`src/hw/tmc_pkg.sv`:
```
// Purpose: Shared constants and types of the third-timer control block.
// Assumes: Byte addresses on a 32-bit classic Wishbone bus, one register per word.
// Notes: Every offset, field position, reset value and divider count lives here once.
package tmc_pkg;
  localparam int ADDR_W = 8;
  localparam int DATA_W = 32;
  localparam int COUNT_W = 16;
  localparam int PRESC_W = 4;

  localparam logic [7:0] OFF_CTRL = 8'hc8;
  localparam logic [7:0] OFF_MODE = 8'hcc;
  localparam logic [7:0] OFF_COUNT = 8'hd0;
  localparam logic [7:0] OFF_RELOAD = 8'hd4;
  localparam logic [7:0] OFF_IRQ_STAT = 8'hd8;
  localparam logic [7:0] OFF_IRQ_MASK = 8'hdc;

  localparam int CTL_CP_BIT = 0;
  localparam int CTL_CT_BIT = 1;
  localparam int CTL_RUN_BIT = 2;
  localparam int CTL_EXTEN_BIT = 3;
  localparam int CTL_TXSEL_BIT = 4;
  localparam int CTL_RXSEL_BIT = 5;
  localparam int CTL_EXTF_BIT = 6;
  localparam int CTL_OVF_BIT = 7;

  localparam int MODE_DOWN_COUNT_ENABLE_BIT = 0;
  localparam int MODE_SIXCLK_BIT = 1;
  localparam int MODE_TIE_BIT = 2;
  localparam int MODE_W = 3;

  localparam int IRQ_OVF_BIT = 0;
  localparam int IRQ_EXT_BIT = 1;
  localparam int IRQ_W = 2;

  localparam logic [7:0] CTRL_RESET = 8'h00;
  localparam logic [2:0] MODE_RESET = 3'h0;
  localparam logic [15:0] COUNT_RESET = 16'h0000;
  localparam logic [15:0] RELOAD_RESET = 16'h0000;
  localparam logic [1:0] IRQ_RESET = 2'h0;
  localparam logic [15:0] COUNT_MAX = 16'hffff;

  localparam logic [3:0] DIV_SIX_CLOCK = 4'h6;
  localparam logic [3:0] DIV_TWELVE_CLOCK = 4'hc;

  localparam logic [1:0] SER_MODE_1 = 2'h1;
  localparam logic [1:0] SER_MODE_3 = 2'h3;

  typedef enum logic [1:0] {
    TMC_BUS_IDLE = 2'b00,
    TMC_BUS_ACK = 2'b01
  } tmc_bus_state_t;
endpackage

```
`src/hw/tmc_fall_sync.sv`:
```
// Purpose: Brings an asynchronous pin into the clock domain and flags its falling edges.
// Assumes: The pin idles high.
// Notes: A change counts once the second and third stages agree.
module tmc_fall_sync (
  input wire logic mclk_i,
  input wire logic rst_i,
  input wire logic pin_i,
  output logic fall_o
);
  logic meta;
  logic sync2;
  logic sync3;
  logic stable;
  wire agree = (sync2 == sync3);

  always_ff @(posedge mclk_i or posedge rst_i) begin
    if (rst_i) begin
      meta <= 1'b1;
      sync2 <= 1'b1;
      sync3 <= 1'b1;
      stable <= 1'b1;
      fall_o <= 1'b0;
    end else begin
      meta <= pin_i;
      sync2 <= meta;
      sync3 <= sync2;
      if (agree) begin
        stable <= sync3;
      end
      fall_o <= agree & ~sync3 & stable;
    end
  end
endmodule

```
`src/hw/tmc_prescaler.sv`:
```
// Purpose: Divides the core clock into a one-cycle increment enable.
// Assumes: The core clock stands for the oscillator.
// Notes: The divider restarts whenever it is disabled.
module tmc_prescaler #(
  parameter int CNT_W = tmc_pkg::PRESC_W
) (
  input wire logic mclk_i,
  input wire logic rst_i,
  input wire logic enable_i,
  input wire logic six_clock_i,
  output logic tick_o
);
  logic [CNT_W-1:0] count;
  wire [CNT_W-1:0] last = six_clock_i ? CNT_W'(tmc_pkg::DIV_SIX_CLOCK - 4'h1)
                                      : CNT_W'(tmc_pkg::DIV_TWELVE_CLOCK - 4'h1);
  wire wrap = (count >= last);

  always_ff @(posedge mclk_i or posedge rst_i) begin
    if (rst_i) begin
      count <= '0;
      tick_o <= 1'b0;
    end else begin
      count <= (!enable_i || wrap) ? '0 : count + CNT_W'(1);
      tick_o <= enable_i & wrap;
    end
  end
endmodule

```
`src/hw/tmc_top.sv`:
```
// Purpose: Control and status logic of the third 16-bit timer/counter with a Wishbone register slave.
// Assumes: Classic Wishbone, 32-bit data, byte addresses; pins are asynchronous to mclk_i.
// Notes: Up counting only; the down-count bit only gates the external-flag interrupt request.
module tmc_top (
  input wire logic mclk_i,
  input wire logic rst_i,
  input wire logic cyc_i,
  input wire logic stb_i,
  input wire logic we_i,
  input wire logic [tmc_pkg::ADDR_W-1:0] adr_i,
  input wire logic [3:0] sel_i,
  input wire logic [tmc_pkg::DATA_W-1:0] dat_i,
  output logic [tmc_pkg::DATA_W-1:0] dat_o,
  output logic ack_o,
  input wire logic count_pin_i,
  input wire logic trigger_pin_i,
  input wire logic [1:0] serial_mode_i,
  input wire logic t1_overflow_i,
  output logic rx_baud_tick_o,
  output logic tx_baud_tick_o,
  output logic timer_req_o,
  output logic irq_o
);
  tmc_pkg::tmc_bus_state_t state;
  logic [7:0] ctrl;
  logic [tmc_pkg::MODE_W-1:0] mode;
  logic [tmc_pkg::COUNT_W-1:0] count;
  logic [tmc_pkg::COUNT_W-1:0] reload_capture;
  logic [tmc_pkg::IRQ_W-1:0] irq_stat;
  logic [tmc_pkg::IRQ_W-1:0] irq_mask;

  function automatic logic hit(input logic [7:0] adr, input logic [7:0] off);
    hit = (adr[7:2] == off[7:2]);
  endfunction

  function automatic logic uses_timer_baud(input logic [1:0] smode);
    uses_timer_baud = (smode == tmc_pkg::SER_MODE_1) || (smode == tmc_pkg::SER_MODE_3);
  endfunction

  // Bus decode. Writes land at the edge where the master sees ack high.
  wire bus_req = cyc_i & stb_i;
  wire wr_now = bus_req & we_i & ack_o;
  wire wr_lo = wr_now & sel_i[0];
  wire wr_hi = wr_now & sel_i[1];
  wire hit_ctrl = hit(adr_i, tmc_pkg::OFF_CTRL);
  wire hit_mode = hit(adr_i, tmc_pkg::OFF_MODE);
  wire hit_count = hit(adr_i, tmc_pkg::OFF_COUNT);
  wire hit_reload = hit(adr_i, tmc_pkg::OFF_RELOAD);
  wire hit_stat = hit(adr_i, tmc_pkg::OFF_IRQ_STAT);
  wire hit_mask = hit(adr_i, tmc_pkg::OFF_IRQ_MASK);
  wire ctrl_wr = wr_lo & hit_ctrl;
  wire mode_wr = wr_lo & hit_mode;
  wire count_wr_lo = wr_lo & hit_count;
  wire count_wr_hi = wr_hi & hit_count;
  wire reload_wr_lo = wr_lo & hit_reload;
  wire reload_wr_hi = wr_hi & hit_reload;
  wire stat_wr = wr_lo & hit_stat;
  wire mask_wr = wr_lo & hit_mask;

  // Control fields.
  wire cap_sel = ctrl[tmc_pkg::CTL_CP_BIT];
  wire ct_sel = ctrl[tmc_pkg::CTL_CT_BIT];
  wire run = ctrl[tmc_pkg::CTL_RUN_BIT];
  wire ext_en = ctrl[tmc_pkg::CTL_EXTEN_BIT];
  wire tx_sel = ctrl[tmc_pkg::CTL_TXSEL_BIT];
  wire rx_sel = ctrl[tmc_pkg::CTL_RXSEL_BIT];
  wire ext_flag = ctrl[tmc_pkg::CTL_EXTF_BIT];
  wire ovf_flag = ctrl[tmc_pkg::CTL_OVF_BIT];
  wire down_count_enable = mode[tmc_pkg::MODE_DOWN_COUNT_ENABLE_BIT];
  wire six_clock = mode[tmc_pkg::MODE_SIXCLK_BIT];
  wire timer_ie = mode[tmc_pkg::MODE_TIE_BIT];
  wire baud_any = rx_sel | tx_sel;

  // Increment sources.
  logic presc_tick;
  logic count_fall;
  logic trig_fall;

  tmc_prescaler #(
    .CNT_W(tmc_pkg::PRESC_W)
  ) u_presc (
    .mclk_i(mclk_i),
    .rst_i(rst_i),
    .enable_i(run & ~ct_sel),
    .six_clock_i(six_clock),
    .tick_o(presc_tick)
  );

  tmc_fall_sync u_count_sync (
    .mclk_i(mclk_i),
    .rst_i(rst_i),
    .pin_i(count_pin_i),
    .fall_o(count_fall)
  );

  tmc_fall_sync u_trig_sync (
    .mclk_i(mclk_i),
    .rst_i(rst_i),
    .pin_i(trigger_pin_i),
    .fall_o(trig_fall)
  );

  wire step = run & (ct_sel ? count_fall : presc_tick);
  wire ovf_event = step & (count == tmc_pkg::COUNT_MAX);
  wire reload_mode = ~cap_sel | baud_any;
  wire trig_event = trig_fall & ext_en & ~baud_any;
  wire do_capture = trig_event & ~reload_mode;
  wire do_reload = (ovf_event & reload_mode) | (trig_event & reload_mode);
  wire set_ovf = ovf_event & ~baud_any;
  wire set_ext = trig_event;

  // Flags: a hardware set wins over a software write in the same cycle.
  wire [7:0] ctrl_wval = dat_i[7:0];
  wire next_ovf = set_ovf | (ctrl_wr ? ctrl_wval[tmc_pkg::CTL_OVF_BIT] : ovf_flag);
  wire next_ext = set_ext | (ctrl_wr ? ctrl_wval[tmc_pkg::CTL_EXTF_BIT] : ext_flag);
  wire [5:0] next_low = ctrl_wr ? ctrl_wval[5:0] : ctrl[5:0];

  always_ff @(posedge mclk_i or posedge rst_i) begin
    if (rst_i) begin
      ctrl <= tmc_pkg::CTRL_RESET;
      mode <= tmc_pkg::MODE_RESET;
    end else begin
      ctrl <= {next_ovf, next_ext, next_low};
      if (mode_wr) begin
        mode <= dat_i[tmc_pkg::MODE_W-1:0];
      end
    end
  end

  // Counter. A software write beats counting in the same cycle.
  wire [15:0] count_inc = count + 16'h0001;
  wire [15:0] count_hw = do_reload ? reload_capture : (step ? count_inc : count);
  wire [15:0] next_count = {count_wr_hi ? dat_i[15:8] : count_hw[15:8],
                            count_wr_lo ? dat_i[7:0] : count_hw[7:0]};

  // Capture register. A capture wins over a software write.
  wire [15:0] next_reload = do_capture ? count :
                            {reload_wr_hi ? dat_i[15:8] : reload_capture[15:8],
                             reload_wr_lo ? dat_i[7:0] : reload_capture[7:0]};

  always_ff @(posedge mclk_i or posedge rst_i) begin
    if (rst_i) begin
      count <= tmc_pkg::COUNT_RESET;
      reload_capture <= tmc_pkg::RELOAD_RESET;
    end else begin
      count <= next_count;
      reload_capture <= next_reload;
    end
  end

  // Sticky event status, cleared by writing ones; new events win.
  wire [1:0] irq_events = {set_ext, ovf_event};
  wire [1:0] stat_clear = stat_wr ? dat_i[1:0] : 2'h0;
  wire [1:0] next_stat = irq_events | (irq_stat & ~stat_clear);

  always_ff @(posedge mclk_i or posedge rst_i) begin
    if (rst_i) begin
      irq_stat <= tmc_pkg::IRQ_RESET;
      irq_mask <= tmc_pkg::IRQ_RESET;
      irq_o <= 1'b0;
    end else begin
      irq_stat <= next_stat;
      if (mask_wr) begin
        irq_mask <= dat_i[1:0];
      end
      irq_o <= |(next_stat & (mask_wr ? dat_i[1:0] : irq_mask));
    end
  end

  // Timer interrupt request and serial baud selection.
  wire ext_req = ext_flag & ~down_count_enable;
  wire rx_use = rx_sel & uses_timer_baud(serial_mode_i);
  wire tx_use = tx_sel & uses_timer_baud(serial_mode_i);
  wire next_rx_tick = rx_sel ? (rx_use & ovf_event) : t1_overflow_i;
  wire next_tx_tick = tx_sel ? (tx_use & ovf_event) : t1_overflow_i;

  always_ff @(posedge mclk_i or posedge rst_i) begin
    if (rst_i) begin
      timer_req_o <= 1'b0;
      rx_baud_tick_o <= 1'b0;
      tx_baud_tick_o <= 1'b0;
    end else begin
      timer_req_o <= timer_ie & (ovf_flag | ext_req);
      rx_baud_tick_o <= next_rx_tick;
      tx_baud_tick_o <= next_tx_tick;
    end
  end

  // Wishbone slave: one wait state, ack for one cycle, unmapped reads return zero.
  wire [31:0] rd_mux = hit_ctrl ? {24'h0, ctrl} :
                       hit_mode ? {29'h0, mode} :
                       hit_count ? {16'h0, count} :
                       hit_reload ? {16'h0, reload_capture} :
                       hit_stat ? {30'h0, irq_stat} :
                       hit_mask ? {30'h0, irq_mask} : 32'h0;

  assign ack_o = (state == tmc_pkg::TMC_BUS_ACK);

  always_ff @(posedge mclk_i or posedge rst_i) begin
    if (rst_i) begin
      state <= tmc_pkg::TMC_BUS_IDLE;
      dat_o <= 32'h0;
    end else begin
      case (state)
        tmc_pkg::TMC_BUS_IDLE: begin
          if (bus_req) begin
            state <= tmc_pkg::TMC_BUS_ACK;
            dat_o <= we_i ? 32'h0 : rd_mux;
          end
        end
        tmc_pkg::TMC_BUS_ACK: begin
          state <= tmc_pkg::TMC_BUS_IDLE;
        end
        default: begin
          state <= tmc_pkg::TMC_BUS_IDLE;
        end
      endcase
    end
  end
endmodule
```
`config.mk`:
```
export PLATFORM = sky130hd
export DESIGN_NAME = tmc_top
export DESIGN_NICKNAME = d
export VERILOG_FILES = /design/src/hw/tmc_pkg.sv /design/src/hw/tmc_fall_sync.sv /design/src/hw/tmc_prescaler.sv /design/src/hw/tmc_top.sv
export SDC_FILE = /design/constraint.sdc
export NUM_CORES = 1
export LEC_CHECK = 0
export BUFFER_PORTS_ARGS = -buffer_cell sky130_fd_sc_hd__buf_2
export CAP_MARGIN = 20
export CORE_ASPECT_RATIO = 1.2
export CORE_MARGIN = 4
export CORE_UTILIZATION = 43
export CTS_CLUSTER_DIAMETER = 40
export DETAILED_ROUTE_END_ITERATION = 10
export PLACE_DENSITY_LB_ADDON = 0.1
export SLEW_MARGIN = 10
export SYNTH_ARGS = -nofsm -noshare
export SYNTH_HDL_FRONTEND = slang
export SYNTH_SLANG_ARGS = --single-unit
export TNS_END_PERCENT = 20
```
`constraint.sdc`:
```
create_clock -name mclk_i -period 2.5 [get_ports mclk_i]
set_input_delay 0.125 -clock mclk_i [delete_from_list [all_inputs] [get_ports mclk_i]]
set_output_delay 0.125 -clock mclk_i [all_outputs]
set_load 0.02 [all_outputs]
```
## After elaboration in Yosys (flattened, before gate mapping)

Index checks and enable logic that the tools add are counted.

- Bits in registers: 100
- Bits in latches: 0
- RAM bits: 0
- ROM bits: 0
- Input bits: 54
- Memories kept: 0

- Add/sub/neg operators: 2
- Multiply operators: 0
- Divide/modulo/power cells: 0
- Magnitude comparators: 1
- Equal/unequal tests: 13
- Shift-type cells: 0
- Mux-type cells: 25
- Bitwise logic cells: 50
- Reduce and logical (&&, ||, !) cells: 10

Operators by type and width:

| kind | number |
|---|---|
| $mux W16 | 8 |
| $eq A6 B6 Y1 const B | 6 |
| $and A1 B1 Y1 | 33 |
| $mux W8 | 4 |
| $add A16 B1 Y16 const B | 1 |
| $eq A16 B16 Y1 const B | 1 |
| $mux W2 | 6 |
| $mux W4 | 2 |
| $not A1 Y1 | 7 |
| $or A1 B1 Y1 | 6 |
| $reduce_bool A3 Y1 | 2 |
| $mux W1 | 5 |
| $add A4 B1 Y4 const B | 1 |
| $and A2 B2 Y2 | 2 |
| $eq A2 B1 Y1 const B | 2 |
| $ge A4 B4 Y1 | 1 |
| $reduce_bool A2 Y1 | 2 |
| $eq A1 B1 Y1 | 2 |
| $eq A2 B2 Y1 const B | 1 |
| $logic_not A2 Y1 | 1 |
| $logic_or A1 B1 Y1 | 2 |
| $ne A2 B2 Y1 const B | 1 |
| $not A2 Y2 | 1 |
| $or A2 B2 Y2 | 1 |
| other kinds (3) | 3 |

## Logic depth before layout (Yosys ltp)

- Word-level depth: 11
- Depth in mapped cells: 8
- Mapped depth without buffers: 6

## Cells and area by module

From an unflattened synthesis, not the netlist that was laid out.

- Cell total of the unflattened synthesis: 442
- Area, all modules: 4519.3 µm²

Modules (own cells, without submodules):

| module | times used | cells each | area each (µm²) | sequential area each (µm²) |
|---|---|---|---|---|
| tmc_top | 1 | 395 | 3900.0 | 1701.6 |
| tmc_fall_sync | 2 | 11 | 175.2 | 130.1 |
| tmc_prescaler | 1 | 25 | 269.0 | 125.1 |

## Least setup slack after synthesis

Ideal clock, no wire load.

- Kind: register -> register
- Start: reg count[0] in the netlist's numbering
- End: reg count[14] in the netlist's numbering
- Setup time: 0.135 ns
- Arrival: 1.684 ns
- Setup slack: 0.681 ns
- Stages on the path, launching flop included: 9
- Path buffers: 2
- Period minus slack after synthesis: 1.819 ns
- Path through: dfrtp_1 > ha_1 > nand2_1 > nor4_4 > a31oi_1 > buf_6 > buf_8 > mux2i_1 > a21oi_1

- Longest elaborated chain between the ends: 6
- Elaborated cells between the ends (all ways): 9
- Those cells by class: add/sub: 1; eq/ne: 1; mux: 3; bitwise: 3; reduce/logical: 1

RTL lines:

| item | RTL line | text |
|---|---|---|
| start, declared | tmc_top.sv:27 | `logic [tmc_pkg::COUNT_W-1:0] count;` |
| start signal, assigned | tmc_top.sv:143 | `count <= tmc_pkg::COUNT_RESET;` |
| start signal, assigned | tmc_top.sv:146 | `count <= next_count;` |
| parallel branches: the longest is 6 deep, another holds $add A16 B1 Y16 | n/a |  |

Parallel ways; which one is timed is not known. The select of a mux whose other input is x is not followed.
A chain may end at the register's enable or synchronous reset.

## Final worst setup path

- Start: reg count[0] in the netlist's numbering
- End: reg irq_o

- Longest elaborated chain between the ends: 5

RTL lines:

| item | RTL line | text |
|---|---|---|
| $eq A16 B16 Y1 | tmc_top.sv:104 | `wire ovf_event = step & (count == tmc_pkg::COUNT_MAX);` |
| $and A1 B1 Y1 | tmc_top.sv:104 |  |
| $or A2 B2 Y2 | tmc_top.sv:154 | `wire [1:0] next_stat = irq_events \| (irq_stat & ~stat_clear);` |
| net next_stat[0] | tmc_top.sv:154 |  |
| $and A2 B2 Y2 | tmc_top.sv:166 | `irq_o <= \|(next_stat & (mask_wr ? dat_i[1:0] : irq_mask));` |
| $reduce_or A2 Y1 | tmc_top.sv:166 |  |
| end signal, assigned | tmc_top.sv:166 |  |
| end, declared | tmc_top.sv:22 | `output logic irq_o` |

The timed path passes the listed nets, and every way through them passes these cells.

==> metrics.csv <==
metric,value,unit
hold depth,3,
final hold violations,0,
"Period Utilization, post-route",84.0,%
Worst Path Required,2.77,ns
area grow syn2layout,16.0,%
WL per Instance,18.1,µm
status,"complete, no violations",
f_max,0.476,GHz
max layer used,met4,
clock skew,0.00914,ns
Clock Tree Root,clkbuf_16,
hold_buf cts,3,
synthesized area,0.00441,mm²
dominant synthesized flop cell,dfrtp_1,
dpl cells,602,
CP Capture Type,flop,
core region area,0.0100,mm²
grt ovf,0,
Netlist cell types,52,
Initial Util,44.0,%
Comb pwr share,6.0,%
total number of vias,3382,
met2 WL post-DR,5630,µm
share of power burned in registers,46.1,%
overall die area,0.0119,mm²
most common cell in the netlist,dfrtp_1,
Sw Ratio,21.9,%
Routed Wire Length,11200,µm
CTS max path bufs,2,
synth cell count leaders,"75 x dfrtp_1, 36 x nand2_1, 34 x mux2i_1, 33 x nor2_1, 29 x a21oi_1",
Post-synth EDFFs,0,
peak supply drop,0.344,mV
Post-DRT Antenna Nets,0,
Final Max Slew Viols,0,
leakage,0.00256,µW
total CTS buffers,9,
Cell Rows,40,
sequential area share after synthesis,47.3,%
gr usage total,19.4,%
CTS-repair resized insts,0,
HP Class,in -> reg,
PD cells,590,mW/mm²
Clock Sinks,83,
drt first pass iters,4,
final setup fails,0,
sw power,661,µW
vias per cell,5.45,
share of cells above drive strength 1,22.6,%
Mapped Cells,435,
Worst Hold Margin,0.0417,ns
R2R cell count,8,
met3 wire length,375,µm
CTS tree,done,
first-pass GRT wire length,17900,µm
Clock power frac,47.9,%
vias in the first global route,3439,
max_slew headroom,43.9,%
RSZ-0062 raised after global routing,false,
Final GP Congestion,0.830,
1st-iter DRT viols,145,
postcts setup bufs,0,
clk_lat worst skew,0.34,ns
setup TNS,0,ns
Synth async-reset ratio,100,%
DRC,0,
Pint,2360,µW
CP startpoint kind,flop,
Final min period,2.10,ns
Worst-path clk slew,0.06,ns
initial antenna violation count,0,
Slew @ Worst Pin,0.841,ns
Synth warnings,0,
Die Y,119,µm
Die Wd,100,µm
"Avg Cell Area, Syn",10.1,µm²
Finished Layout Cells,621,
Max Cap Viol,0,
I/O pin count,91,
critical path class,reg -> reg,
Nets,551,
antenna diode count,0,
WL met1,4650,µm
Synth area leader,dfrtp_1,
Port Buffer Count,53,
H-tree depth,3,
DPL Wire Length,8200,µm
largest cells by area after synthesis,"dfrtp_1 43%, mux2i_1 7.7%, dfstp_2 4.8%",
number of synthesized register bits,83,
CP arrival,2.37,ns
largest net degree at the start of global routing,46,
Final Total Pwr,3020,µW
Synth top area share,42.6,%
critical path peak fanout,5,
[power by group through the flow]
| stage | clock network [µW] | registers [µW] | logic, µW |
|---|---|---|---|
| after detailed placement | 0 | 1420 | 180 |
| after global routing | 1540 | 1390 | 203 |
| after floorplan | 0 | 1410 | 124 |
| after CTS | 1480 | 1390 | 184 |
| after global placement | 0 | 1420 | 177 |
| final | 1450 | 1390 | 181 |
[kinds of logic after synthesis]
kind of cell / Yosys count / synth area share (%)
and+or+nand+nor: 126 / 14.9
AOI/OAI and AO/OA: 101 / 14.2
DFF: 83 / 47.3
buffers and inverters: 53 / 7.01
muxes: 47 / 11.0
xor gates and xnor gates: 17 / 3.38
adders and majority gates: 7 / 1.99
other: 1 / 0.0851
[worst paths after layout]
| check | startpoint | end | slack, ns |
|---|---|---|---|
| worst max-delay path | count[0] | irq_o | 0.40 |
| worst min-delay path | serial_mode_i[0] | rx_baud_tick_o | 0.04 |
| worst max register to register | count[0] | irq_o | 0.40 |
| worst min register to register | u_trig_sync.meta | u_trig_sync.sync2 | 0.36 |
| max in group asynchronous | rst_i | irq_mask[1] | 1.31 |
| min in group asynchronous | rst_i | dat_o[12] | 0.48 |
[stage by stage]
step,instance area (µm²),utilization [%],worst slack [ns]
finish,5110,51.1,0.399
global route,5110,51.1,0.244
CTS,5110,51.1,0.401
detailed placement,4760,47.5,0.430
global placement,4760,47.5,0.449
floorplan,4460,-,0.251
[sequential cells by signal, summed over array words and instances (netlist names), 2 cells and up]
signal          cells
count              16
ctrl                8
dat_o              16
irq_mask            2
irq_stat            2
mode                3
reload_capture     16
u_presc.count       4
[final cells by class]
type                            count  area [µm²]
Clock buffer                       11         253
Clock inverter                      5        75.1
Fill cell                         934        4890
Inverter                           13        50.0
Multi-Input combinational cell    314        2070
Sequential cell                    83        2090
Tap cell                          126         158
Timing Repair Buffer               69         418
[worst max-delay path, cell delays in order (launching register included)]
cell     delay (ns)
dfrtp_1        0.46
ha_1           0.30
nand2_1        0.14
buf_4          0.17
nor3_1         0.28
nor4b_2        0.25
buf_4          0.19
a21o_1         0.11
a22o_1         0.14
[cell usage in the layout, fill, tap and decap left out, types with 7 or more instances in the layout]
cell type,instances
dfrtp_1,75
buf_2,53
nand2_1,36
mux2i_1,34
nor2_1,33
a21oi_1,29
o21ai_0,24
a22oi_1,18
nand3_1,17
conb_1,16
mux2_2,13
inv_1,12
xor2_1,12
buf_4,11
o22ai_1,9
clkbuf_16,9
dfstp_2,8
nand4_1,7
ha_1,7
[metal layers]
metal  vias to the layer above  global-route usage [%]
met5                         -                       0
met4                         0                    13.0
met3                        27                    2.93
met2                        69                    30.8
met1                      1645                    24.1
li1                       1641                       -
(Power assumes the default switching activity.)
